**src/verilog/mmdia_pkg.sv**
```systemverilog
// shared constants and types for the management slave with indirect extended access
package mmdia_pkg;

  // direct register numbers on the management bus
  localparam logic [4:0]  REG_ACC_CTRL   = 5'h0D;  // mmd_access_control
  localparam logic [4:0]  REG_ADDR_DATA  = 5'h0E;  // mmd_address_or_data

  // mmd_access_control field positions
  localparam int          FUNC_HI        = 15;
  localparam int          FUNC_LO        = 14;
  localparam int          DEVSEL_HI      = 4;
  localparam int          DEVSEL_LO      = 0;

  // the single supported manageable_device_select value
  localparam logic [4:0]  MMD_DEVSEL     = 5'h1F;

  // access functions held in the function field
  localparam logic [1:0]  FUNC_ADDR      = 2'h0;   // address pointer access
  localparam logic [1:0]  FUNC_DATA      = 2'h1;   // data, pointer held
  localparam logic [1:0]  FUNC_INC_RW    = 2'h2;   // data, increment on reads and writes
  localparam logic [1:0]  FUNC_INC_WR    = 2'h3;   // data, increment on writes only

  // reset values, pointer step and standard span
  localparam logic [15:0] ACC_RESET      = 16'h0000;
  localparam logic [15:0] PTR_RESET      = 16'h0000;
  localparam logic [15:0] PTR_STEP       = 16'h0001;
  localparam logic [15:0] STD_SPAN       = 16'h0020;  // pointer values below this are standard regs

  // management frame opcodes and bit counts
  localparam logic [1:0]  OP_WRITE       = 2'h1;
  localparam logic [1:0]  OP_READ        = 2'h2;
  localparam logic [5:0]  PRE_LEN        = 6'h20;  // ones needed before a start
  localparam logic [5:0]  OP_LAST        = 6'h01;
  localparam logic [5:0]  ADDR_LAST      = 6'h09;
  localparam logic [5:0]  TA_LAST        = 6'h01;
  localparam logic [5:0]  DATA_LAST      = 6'h0F;

  // memory address widths
  localparam int          STD_AW         = 5;
  localparam int          EXT_AW         = 8;

  // frame receiver states, gray along the normal path
  typedef enum logic [2:0] {
    S_IDLE  = 3'b000,
    S_START = 3'b001,
    S_OP    = 3'b011,
    S_ADDR  = 3'b010,
    S_TA    = 3'b110,
    S_DATA  = 3'b111
  } mmdia_state_t;

  // frame header as shifted in, first bit at the top
  typedef struct packed {
    logic [1:0] op;
    logic [4:0] phy;
    logic [4:0] regad;
  } mmdia_hdr_t;

endpackage : mmdia_pkg

```
**src/verilog/mmdia_sync.sv**
```systemverilog
// two flip-flop synchroniser, one chain per bit
`timescale 1ns/1ps
module mmdia_sync #(
  parameter int W = 2
) (
  // clock, enable and reset
  input  wire logic         clk_i,
  input  wire logic         ce_i,
  input  wire logic         rst_i,
  // asynchronous in, synchronous out
  input  wire logic [W-1:0] d_i,
  output logic      [W-1:0] q_o
);

  genvar gi;

  // each bit passes two flops; the first is read by the second only
  generate
    for (gi = 0; gi < W; gi++) begin : g_bit
      logic meta_reg;
      logic sync_reg;
      always_ff @(posedge clk_i) begin
        if (rst_i) begin
          meta_reg <= 1'b0;
          sync_reg <= 1'b0;
        end else if (ce_i) begin
          meta_reg <= d_i[gi];
          sync_reg <= meta_reg;
        end
      end
      assign q_o[gi] = sync_reg;
    end
  endgenerate

endmodule : mmdia_sync

```
**src/verilog/mmdia_ram.sv**
```systemverilog
// small register memory with registered read data
`timescale 1ns/1ps
module mmdia_ram #(
  parameter int AW = 5
) (
  // clock, enable and reset
  input  wire logic          clk_i,
  input  wire logic          ce_i,
  input  wire logic          rst_i,
  // write port
  input  wire logic          we_i,
  input  wire logic [AW-1:0] waddr_i,
  input  wire logic [15:0]   wdata_i,
  // read port
  input  wire logic [AW-1:0] raddr_i,
  output logic      [15:0]   rdata_o
);

  logic [15:0] mem_reg [0:(1<<AW)-1];
  logic [15:0] rdata_reg;

  // storage holds no reset; contents are undefined until written
  always_ff @(posedge clk_i) begin
    if (ce_i && we_i) begin
      mem_reg[waddr_i] <= wdata_i;
    end
  end

  // read data comes out of a register one cycle after the address
  always_ff @(posedge clk_i) begin
    if (rst_i) begin
      rdata_reg <= 16'h0000;
    end else if (ce_i) begin
      rdata_reg <= mem_reg[raddr_i];
    end
  end

  assign rdata_o = rdata_reg;

endmodule : mmdia_ram

```
**src/verilog/mmdia_top.sv**
```systemverilog
// management bus slave with direct standard and indirect extended register access
`timescale 1ns/1ps
module mmdia_top #(
  parameter logic [4:0] PHY_ADDR = 5'h01
) (
  // clock, enable and reset
  input  wire logic        clk_sys_i,
  input  wire logic        ce_i,
  input  wire logic        rst_i,
  // management pins
  input  wire logic        mdc_i,
  input  wire logic        mdio_i,
  output logic             mdio_o,
  output logic             mdio_oe_o,
  // status
  output logic [15:0]      ext_pointer_o,
  output logic [1:0]       access_function_o,
  output logic             frame_busy_o
);

  // synchronised pins and clock edge
  logic [1:0]              sync_w;
  logic                    mdc_s_w;
  logic                    bit_w;
  logic                    mdc_d_reg;
  logic                    rise_w;

  // frame receiver state
  mmdia_pkg::mmdia_state_t state_reg;
  mmdia_pkg::mmdia_state_t state_next;
  logic [5:0]              cnt_reg;
  logic [5:0]              cnt_next;
  logic [11:0]             hdr_sh_reg;
  logic [11:0]             hdr_sh_next;
  logic [15:0]             data_sh_reg;
  logic [15:0]             data_sh_next;
  logic                    mdio_o_reg;
  logic                    mdio_o_next;
  logic                    oe_reg;
  logic                    oe_next;
  logic                    busy_reg;
  logic                    end_write_w;
  logic                    end_read_w;
  mmdia_pkg::mmdia_hdr_t   hdr_w;

  // register state
  logic [15:0]             acc_reg;
  logic [15:0]             acc_next;
  logic [15:0]             ptr_reg;
  logic [15:0]             ptr_next;
  logic [1:0]              func_reg;

  // decode wires
  logic                    is_read_w;
  logic                    is_write_w;
  logic                    match_w;
  logic                    drive_w;
  logic                    sel_acc_w;
  logic                    sel_ad_w;
  logic                    devsel_ok_w;
  logic [1:0]              func_w;
  logic                    ind_data_w;
  logic                    ptr_std_w;
  logic                    ptr_blocked_w;
  logic [15:0]             wr_data_w;
  logic [15:0]             std_rd_w;
  logic [15:0]             ext_rd_w;
  logic [15:0]             ind_value_w;
  logic [15:0]             ad_value_w;
  logic [15:0]             read_value_w;
  logic [4:0]              std_addr_w;
  logic                    std_we_w;
  logic                    ext_we_w;
  logic                    acc_we_w;
  logic                    ptr_load_w;
  logic                    ptr_inc_w;

  // pins pass two flops before use; the master owns the clock
  mmdia_sync #(
    .W (2)
  ) u_sync (
    .clk_i   (clk_sys_i),
    .ce_i    (ce_i),
    .rst_i   (rst_i),
    .d_i     ({mdc_i, mdio_i}),
    .q_o     (sync_w)
  );

  assign mdc_s_w = sync_w[1];
  assign bit_w   = sync_w[0];
  assign rise_w  = mdc_s_w & ~mdc_d_reg; // bits are taken on the master clock rise

  // header fields and frame qualifiers
  assign hdr_w      = mmdia_pkg::mmdia_hdr_t'(hdr_sh_reg);
  assign is_read_w  = (hdr_w.op == mmdia_pkg::OP_READ);
  assign is_write_w = (hdr_w.op == mmdia_pkg::OP_WRITE);
  assign match_w    = (hdr_w.phy == PHY_ADDR);
  assign drive_w    = is_read_w & match_w;
  assign wr_data_w  = {data_sh_reg[14:0], bit_w};

  // frame receiver and read data shifter
  always_comb begin
    state_next   = state_reg;
    cnt_next     = cnt_reg;
    hdr_sh_next  = hdr_sh_reg;
    data_sh_next = data_sh_reg;
    mdio_o_next  = mdio_o_reg;
    oe_next      = oe_reg;
    end_write_w  = 1'b0;
    end_read_w   = 1'b0;
    if (rise_w) begin
      case (state_reg)
        mmdia_pkg::S_IDLE: begin
          oe_next = 1'b0;
          if (bit_w) begin
            if (cnt_reg != mmdia_pkg::PRE_LEN) begin
              cnt_next = cnt_reg + 6'h01;
            end
          end else if (cnt_reg == mmdia_pkg::PRE_LEN) begin
            state_next = mmdia_pkg::S_START;
            cnt_next   = 6'h00;
          end else begin
            cnt_next = 6'h00;
          end
        end
        mmdia_pkg::S_START: begin
          cnt_next   = 6'h00;
          state_next = bit_w ? mmdia_pkg::S_OP : mmdia_pkg::S_IDLE;
        end
        mmdia_pkg::S_OP: begin
          hdr_sh_next = {hdr_sh_reg[10:0], bit_w};
          cnt_next    = cnt_reg + 6'h01;
          if (cnt_reg == mmdia_pkg::OP_LAST) begin
            state_next = mmdia_pkg::S_ADDR;
            cnt_next   = 6'h00;
          end
        end
        mmdia_pkg::S_ADDR: begin
          hdr_sh_next = {hdr_sh_reg[10:0], bit_w};
          cnt_next    = cnt_reg + 6'h01;
          if (cnt_reg == mmdia_pkg::ADDR_LAST) begin
            state_next = mmdia_pkg::S_TA;
            cnt_next   = 6'h00;
          end
        end
        mmdia_pkg::S_TA: begin
          cnt_next = cnt_reg + 6'h01;
          if (cnt_reg == 6'h00) begin
            if (!is_read_w && !is_write_w) begin
              state_next = mmdia_pkg::S_IDLE; // unknown opcode, drop the frame
              cnt_next   = 6'h00;
            end else if (drive_w) begin
              oe_next     = 1'b1; // second turnaround bit is driven low
              mdio_o_next = 1'b0;
            end
          end else if (cnt_reg == mmdia_pkg::TA_LAST) begin
            state_next = mmdia_pkg::S_DATA;
            cnt_next   = 6'h00;
            if (drive_w) begin
              mdio_o_next  = read_value_w[15];
              data_sh_next = {read_value_w[14:0], 1'b0};
            end else begin
              data_sh_next = 16'h0000;
            end
          end
        end
        mmdia_pkg::S_DATA: begin
          cnt_next = cnt_reg + 6'h01;
          if (drive_w) begin
            mdio_o_next  = data_sh_reg[15];
            data_sh_next = {data_sh_reg[14:0], 1'b0};
          end else begin
            data_sh_next = wr_data_w;
          end
          if (cnt_reg == mmdia_pkg::DATA_LAST) begin
            state_next  = mmdia_pkg::S_IDLE;
            cnt_next    = 6'h00;
            oe_next     = 1'b0;
            mdio_o_next = 1'b0;
            end_write_w = is_write_w & match_w;
            end_read_w  = drive_w;
          end
        end
        default: begin
          state_next = mmdia_pkg::S_IDLE;
          cnt_next   = 6'h00;
          oe_next    = 1'b0;
        end
      endcase
    end
  end

  // frame receiver flops
  always_ff @(posedge clk_sys_i) begin
    if (rst_i) begin
      state_reg   <= mmdia_pkg::S_IDLE;
      cnt_reg     <= 6'h00;
      hdr_sh_reg  <= 12'h000;
      data_sh_reg <= 16'h0000;
      mdio_o_reg  <= 1'b0;
      oe_reg      <= 1'b0;
      busy_reg    <= 1'b0;
      mdc_d_reg   <= 1'b0;
    end else if (ce_i) begin
      state_reg   <= state_next;
      cnt_reg     <= cnt_next;
      hdr_sh_reg  <= hdr_sh_next;
      data_sh_reg <= data_sh_next;
      mdio_o_reg  <= mdio_o_next;
      oe_reg      <= oe_next;
      busy_reg    <= (state_next != mmdia_pkg::S_IDLE);
      mdc_d_reg   <= mdc_s_w;
    end
  end

  // target decode for the addressed register
  assign sel_acc_w     = (hdr_w.regad == mmdia_pkg::REG_ACC_CTRL);
  assign sel_ad_w      = (hdr_w.regad == mmdia_pkg::REG_ADDR_DATA);
  assign devsel_ok_w   = (acc_reg[mmdia_pkg::DEVSEL_HI:mmdia_pkg::DEVSEL_LO]
                          == mmdia_pkg::MMD_DEVSEL);
  assign func_w        = acc_reg[mmdia_pkg::FUNC_HI:mmdia_pkg::FUNC_LO];
  assign ind_data_w    = sel_ad_w & devsel_ok_w & (func_w != mmdia_pkg::FUNC_ADDR);
  assign ptr_std_w     = (ptr_reg < mmdia_pkg::STD_SPAN);
  assign ptr_blocked_w = ptr_std_w & ((ptr_reg[4:0] == mmdia_pkg::REG_ACC_CTRL)
                          | (ptr_reg[4:0] == mmdia_pkg::REG_ADDR_DATA));

  // memory addressing: data register reaches the pointed register
  assign std_addr_w = sel_ad_w ? ptr_reg[4:0] : hdr_w.regad;
  assign std_we_w   = end_write_w & ((~sel_acc_w & ~sel_ad_w)
                      | (ind_data_w & ptr_std_w & ~ptr_blocked_w));
  assign ext_we_w   = end_write_w & ind_data_w & ~ptr_std_w;

  // read value selection; ignored accesses read as zero
  assign ind_value_w  = ptr_blocked_w ? 16'h0000 : (ptr_std_w ? std_rd_w : ext_rd_w);
  assign ad_value_w   = !devsel_ok_w ? 16'h0000 :
                        (func_w == mmdia_pkg::FUNC_ADDR) ? ptr_reg : ind_value_w;
  assign read_value_w = sel_acc_w ? acc_reg : (sel_ad_w ? ad_value_w : std_rd_w);

  // control and pointer updates
  assign acc_we_w   = end_write_w & sel_acc_w; // control register only by direct write
  assign ptr_load_w = end_write_w & sel_ad_w & devsel_ok_w
                      & (func_w == mmdia_pkg::FUNC_ADDR);
  assign ptr_inc_w  = (end_write_w & ind_data_w & ((func_w == mmdia_pkg::FUNC_INC_RW)
                      | (func_w == mmdia_pkg::FUNC_INC_WR)))
                      | (end_read_w & ind_data_w & (func_w == mmdia_pkg::FUNC_INC_RW));
  assign acc_next   = acc_we_w ? wr_data_w : acc_reg;
  assign ptr_next   = ptr_load_w ? wr_data_w :
                      (ptr_inc_w ? ptr_reg + mmdia_pkg::PTR_STEP : ptr_reg); // 16-bit wrap

  // control and pointer flops
  always_ff @(posedge clk_sys_i) begin
    if (rst_i) begin
      acc_reg  <= mmdia_pkg::ACC_RESET;
      ptr_reg  <= mmdia_pkg::PTR_RESET;
      func_reg <= 2'h0;
    end else if (ce_i) begin
      acc_reg  <= acc_next;
      ptr_reg  <= ptr_next; // held in function 01
      func_reg <= acc_next[mmdia_pkg::FUNC_HI:mmdia_pkg::FUNC_LO];
    end
  end

  // standard registers 0 to 31
  mmdia_ram #(
    .AW (mmdia_pkg::STD_AW)
  ) u_std_ram (
    .clk_i   (clk_sys_i),
    .ce_i    (ce_i),
    .rst_i   (rst_i),
    .we_i    (std_we_w),
    .waddr_i (std_addr_w),
    .wdata_i (wr_data_w),
    .raddr_i (std_addr_w),
    .rdata_o (std_rd_w)
  );

  // extended register set, low pointer bits select the word
  mmdia_ram #(
    .AW (mmdia_pkg::EXT_AW)
  ) u_ext_ram (
    .clk_i   (clk_sys_i),
    .ce_i    (ce_i),
    .rst_i   (rst_i),
    .we_i    (ext_we_w),
    .waddr_i (ptr_reg[mmdia_pkg::EXT_AW-1:0]),
    .wdata_i (wr_data_w),
    .raddr_i (ptr_reg[mmdia_pkg::EXT_AW-1:0]),
    .rdata_o (ext_rd_w)
  );

  // outputs straight from flops
  assign mdio_o            = mdio_o_reg;
  assign mdio_oe_o         = oe_reg;
  assign ext_pointer_o     = ptr_reg;
  assign access_function_o = func_reg;
  assign frame_busy_o      = busy_reg;

endmodule : mmdia_top

```
**config.mk**
```make
export PLATFORM = sky130hd
export DESIGN_NAME = mmdia_top
export DESIGN_NICKNAME = d
export VERILOG_FILES = /design/src/verilog/mmdia_pkg.sv /design/src/verilog/mmdia_sync.sv /design/src/verilog/mmdia_ram.sv /design/src/verilog/mmdia_top.sv
export SDC_FILE = /design/constraint.sdc
export NUM_CORES = 2
export LEC_CHECK = 0
export BUFFER_PORTS_ARGS = -buffer_cell sky130_fd_sc_hd__buf_2
export CAP_MARGIN = 20
export CORE_MARGIN = 2
export CORE_UTILIZATION = 40
export CTS_CLUSTER_DIAMETER = 30
export CTS_CLUSTER_SIZE = 24
export DETAILED_ROUTE_END_ITERATION = 10
export PLACE_DENSITY_LB_ADDON = 0.08
export SLEW_MARGIN = 20
export SYNTH_ARGS = -nofsm -noshare
export SYNTH_HDL_FRONTEND = slang
export SYNTH_MEMORY_MAX_BITS = 65536
export SYNTH_SLANG_ARGS = --single-unit
```
**constraint.sdc**
```tcl
create_clock -name clk_sys_i -period 5.79 [get_ports clk_sys_i]
set_clock_uncertainty 0.15 [all_clocks]
set_input_delay 0.2895 -clock clk_sys_i [delete_from_list [all_inputs] [get_ports clk_sys_i]]
set_output_delay 0.2895 -clock clk_sys_i [all_outputs]
set_load 0.01 [all_outputs]
```
# Yosys cells after proc, flatten, opt, wreduce, memory -nomap -nowiden
# Memories as Yosys holds them, arrays and structs flattened. A register that Yosys moved wholly into a read port is not among the register bits.
# Index checks and enable logic that the tools add are counted.
dict set report classes {
  n_addsub 2
  magnitude_cmp 1
  eq_ne 30
  mux 56
  bitwise 29
  n_reduce_logical 21
}
# op n
set ops {}
lappend ops {{two-way mux 16 bit} 11}
lappend ops {{two-way mux 6 bit} 7}
lappend ops {{case mux 16 bit (2 select lines)} 1}
lappend ops {{case mux 6 bit (5 select lines)} 1}
lappend ops {{two-way mux 3 bit} 9}
lappend ops {{two-way mux 1 bit} 22}
lappend ops {{== test 5 x 4 -> 1 bit, second input constant} 4}
lappend ops {{bitwise AND 1 bit} 19}
lappend ops {{case mux 3 bit (6 select lines)} 1}
lappend ops {{adder 16 x 1 -> 16 bit, second input constant} 1}
lappend ops {{less-than comparator 16 x 6 -> 1 bit, second input constant} 1}
lappend ops {{AND reduction 7 bit} 2}
lappend ops {{== test 6 x 4 -> 1 bit, second input constant} 2}
lappend ops {{!= test 2 bit, second input constant} 6}
lappend ops {{!= test 3 bit, second input constant} 4}
lappend ops {{adder 6 x 1 -> 6 bit, second input constant} 1}
lappend ops {{== test 2 bit, second input constant} 3}
lappend ops {{== test 3 x 2 -> 1 bit, second input constant} 2}
lappend ops {{== test 3 bit, second input constant} 2}
lappend ops {{== test 6 x 1 -> 1 bit, second input constant} 1}
lappend ops {{== test 6 bit, second input constant} 1}
lappend ops {{zero test 6 bit} 1}
lappend ops {{!= test 6 bit, second input constant} 1}
lappend ops {{inverter 1 bit} 6}
lappend ops {{other kinds (20)} 30}
dict set report word_totals {
  reg_bits 77
  ramBits 4608
  input_bits 5
  out_inout_bits 21
  elab_cells 156
  mem_count 2
}
# memory depth word_bits rd rd_ports_with_merged_regs wr line_no
set memory_table {}
lappend memory_table {u_ext_ram.mem_reg 256 16 1 1 1 mmdia_ram.sv:19} ;# logic [15:0] mem_reg [0:(1<<AW)-1];
lappend memory_table {u_std_ram.mem_reg 32 16 1 1 1 mmdia_ram.sv:19}

# Depth between registers and ports, before layout
dict set report depth {
  word_depth 12
  mapped_depth 16
  mapped_depth_nobuf 9
}

# Hierarchy
# A second synthesis with hierarchy kept.
dict set report hier_totals {
  hier_cells 9243
  area_unflattened_um2 183910.1
}
# mod instances cells_each area_per_inst_um2 seq_area_each_um2
set modules_own_cells {}
lappend modules_own_cells {{mmdia_ram (u_ext_ram)} 1 7467 158769.8 123318.3}
lappend modules_own_cells {{mmdia_ram (u_std_ram)} 1 1149 20551.0 15695.1}
lappend modules_own_cells {mmdia_top 1 612 4434.3 1461.4}
lappend modules_own_cells {mmdia_sync 1 15 155.1 80.1}

# Least setup slack after synthesis
# OpenSTA, ideal clock, no wires.
dict set report synth_path {
  path_kind {reg-to-reg}
  startpoint {register u_sync.g_bit[0].sync_reg}
  endpoint {register cnt_reg[0]}
  arrival_ns 5.086
  required_time_ns 5.569
  path_slack_ns 0.483
  stages_incl_launch_ff 8
  n_path_buf 1
  path_cell_list {dfxtp_1 > clkbuf_1 > nor2_1 > a221oi_1 > nand2_1 > and3_1 > or3_1 > a21oi_1}
}
dict set report synth_between {
  elab_chain_len 2
  word_cells_on_any_way 4
  classes_between {eq/ne (1); mux (2); reduce/logical (1)}
}
# item line_no
set synth_rtl {}
lappend synth_rtl {{start, declared} mmdia_sync.sv:21} ;# logic sync_reg;
lappend synth_rtl {{start signal, assigned} mmdia_sync.sv:28} ;# sync_reg <= meta_reg;
lappend synth_rtl {{two-way mux 6 bit or != test 3 bit (tied branches)} --}
lappend synth_rtl {{case mux 6 bit (5 select lines) or AND reduction 3 bit (tied branches)} --}
lappend synth_rtl {{end signal, assigned} mmdia_top.sv:206} ;# cnt_reg <= cnt_next;
lappend synth_rtl {{end, declared} mmdia_top.sv:31} ;# logic [5:0] cnt_reg;
# Several ways; a longest one is shown, not always the timed one.
# A chain may end at the register's enable or synchronous reset.

==> flow_summary.json <==
{
  "rows": 247,
  "hold_violations": 0,
  "p_leak_nw": 63.33,
  "largest_register_ffs": 4096,
  "r2r_end": "u_ext_ram.rdata_o[13]",
  "maxCapViolCount": 0,
  "fin_area_sq_um": 229200,
  "clockRootBuffer": "clkbuf_16",
  "dp.cells": 14720,
  "min_path_cells": 5,
  "cts_tree": "done",
  "pwr-share-clk_pct": 61.1,
  "peakVddDrop_mv": 0.4085,
  "synth_top_cell_by_area": "edfxtp_1",
  "report.final.slew_viol_count": 0,
  "critPathMaxStageDelay_ns": 1.01,
  "fin_nets": 9875,
  "wl_per_cell_um": 35.81,
  "p_comb_share_pct": 0.2,
  "post_cts_resized": 0,
  "switchingPower_w": 0.01854,
  "finalCriticalPeriod_ns": 5.710,
  "path_cells": "buf_12 > nor2b_4 > buf_4 > a22oi_1 > a31oi_1 > nand4_1 > a311oi_2 > a311oi_1",
  "syn_area_per_cell_sq_um": 21.25,
  "drt_first_pass_iters": 6,
  "critPathKind": "register to register",
  "drtAntennaViolNets": 0,
  "netlist_instances": 8573,
  "synth-edff-count": 4608,
  "r2r-start": "ext_pointer_o[0]",
  "dpl_cell_area_sq_um": 194000,
  "syn_to_final_growth_pct": 25.81,
  "cp-start-kind": "register",
  "fmax_mhz": 175.1,
  "cts_sinks": 4717,
  "synth_cell_types": 82,
  "cp_num_buf_inv": 2,
  "grt_use_total_pct": 25.74,
  "fill_cells": 36100,
  "reg2reg_depth": 8,
  "crit_path_start": "ext_pointer_o[0]",
  "grt_overflow": 0,
  "ys.flop_type": "edfxtp_1",
  "period_share_pct": 98.62,
  "drive_above_1_share_pct": 34.73,
  "grt_pass1_vias": 99660,
  "vias": 98100,
  "switching_share_pct": 19.37,
  "power_frac_seq_pct": 38.8,
  "synth_seq_cells": 4717,
  "ff2ff_setup_slack_ns": 0.08,
  "drc": 0,
  "netlist_area_sq_um": 182100,
  "synth.yosys.seq_area_share_pct": 77.17,
  "hpwlAfterDp_um": 360400,
  "status": "finished clean",
  "tightestPinTransition_ns": 1.324,
  "most-common-layout-cells": "edfxtp_1 (4608), mux4_2 (1139), clkbuf_16 (1129)",
  "cpMaxStageDelayCell": "a31oi_1",
  "core_sq_um": 453100,
  "die_h_um": 678.8,
  "required_ns": 6.61,
  "critPathMaxFanout": 29,
  "viasPerCell": 5.905,
  "cp_data_arrival_time_ns": 6.53,
  "path_delay_family": "compound AO/OA/AOI/OAI gates",
  "grt_pass1_wl_um": 816000,
  "die_area_sq_um": 460800,
  "endpoint_kind": "register",
  "crit_end": "u_ext_ram.rdata_o[13]",
  "htreeDepth": 7,
  "synth_nets": 8587,
  "clock_path_buffers": 5,
  "pwr_density_cell_nw_per_um2": 417.8,
  "setup_tns_ns": 0,
  "setup_viol": 0,
  "place_congestion": 0.8555,
  "grt_max_degree": 178,
  "yosysWarnings": 0,
  "layout.cells.non_filler": 16610,
  "async_flop_share_pct": 0,
  "die_x_um": 678.8,
  "worstSkewPairLatency_ns": 1.13,
  "min_path_type": "input pin to register",
  "final_common_cell": "edfxtp_1",
  "antenna_found_initial": 44,
  "synthDominantCellAreaShare_pct": 75.97,
  "numCtsBuffers": 1100,
  "io_pins": 26,
  "cp.depth": 8,
  "post-cts-setup-buffers": 0,
  "routed_wirelength_um": 594900,
  "clk_pin_slew_ns": 0.04,
  "first_iter_violations": 12720,
  "synth.area.top_cells": "edfxtp_1 (76%), mux4_2 (14%), mux2i_1 (1.4%)",
  "p_int_w": 0.07719,
  "initial_core_util_pct": 40.20,
  "io_buffers": 25,
  "rsz0062_at_grt": "no",
  "relSlewSlack_pct": 11.29
}
==> power by group through the flow <==
stage	clock network, W	registers [W]	logic, W
6_report	0.0585	0.0371	0.000171
5_1_grt	0.0609	0.0371	0.000179
4_1_cts	0.0593	0.0371	0.000167
3_5_place_dp	0	0.0377	0.000158
3_3_place_gp	0	0.0377	0.000157
2_1_floorplan	0	0.0377	0.0000740
==> kinds of logic after synthesis <==
logic type | Yosys count | synth area share [%]
AOI/OAI and AO/OA | 768 | 3.005
muxes | 1399 | 15.52
adders and majority gates | 9 | 0.06183
and+or+nand+nor | 1137 | 2.776
buffers and inverters | 539 | 1.450
DFF | 4717 | 77.17
xor gates and xnor gates | 4 | 0.01924
==> Yosys cell counts, drive strengths merged, types with 34 or more instances <==
| cell | n |
|---|---|
| edfxtp | 4608 |
| mux4 | 1139 |
| nor2 | 414 |
| nand2 | 376 |
| buf | 328 |
| mux2i | 253 |
| clkbuf | 193 |
| a22oi | 155 |
| a21oi | 116 |
| dfxtp | 109 |
| o21ai | 109 |
| nand3 | 98 |
| nor3 | 55 |
| a221oi | 54 |
| a32oi | 52 |
| o22ai | 39 |
| a22o | 38 |
| nand4 | 38 |
| a311oi | 34 |
==> repair_timing <==
item	in CTS	in global routing
endpoints found under the hold margin	104	0
hold buffers	13	0
endpoints found under the setup margin	0	0
==> final cells by class <==
class | instances | area [sq um] | share of cell area (%)
Tap cell | 5976 | 7477 | 3.263
Clock buffer | 1293 | 28890 | 12.61
Antenna cell | 10 | 25.02 | 0.01092
Inverter | 18 | 77.57 | 0.03385
Timing Repair Buffer | 707 | 6280 | 2.740
Multi-Input combinational cell | 3317 | 39690 | 17.32
Clock inverter | 574 | 6075 | 2.651
Sequential cell | 4717 | 140600 | 61.37
==> metal layers <==
metal | wire, um | track usage (%) | part of all wire [%]
met4 | 22720 | 10.58 | 3.8
met1 | 244600 | 35.45 | 41
met2 | 277000 | 39.48 | 47
met5 | 28 | 0 | 0.0047
met3 | 50500 | 6.225 | 8.5
==> stage by stage <==
step	hold slack, ns	worst slack (ns)	total power (W)	utilization [%]
2_1_floorplan	0.2788	0.4832	0.03774	-
3_3_place_gp	0.2870	-0.1137	0.03784	42.80
3_5_place_dp	0.2958	0.3031	0.03784	42.81
4_1_cts	0.1183	0.2978	0.09651	50.56
5_1_grt	0.2233	0.2726	0.09812	50.57
6_report	0.2505	0.08018	0.09573	50.58
==> worst min path at each step <==
stage / startpoint / endpoint
3_5_place_dp: acc_reg[5] / acc_reg[5]
3_3_place_gp: acc_reg[5] / acc_reg[5]
6_report: ce_i / mdc_d_reg
2_1_floorplan: acc_reg[5] / acc_reg[5]
4_1_cts: ce_i / mdc_d_reg
5_1_grt: ce_i / mdc_d_reg
==> worst reg2reg max path, stage by stage (launching register included) <==
cell and delay [ns]:
dfxtp_4 0.84, buf_12 0.40, nor2b_4 0.76, buf_4 0.58
a22oi_1 0.18, a31oi_1 1.01, nand4_1 0.69, a311oi_2 0.77
a311oi_1 0.18
No activity file was read; power rests on OpenSTA's default activity.
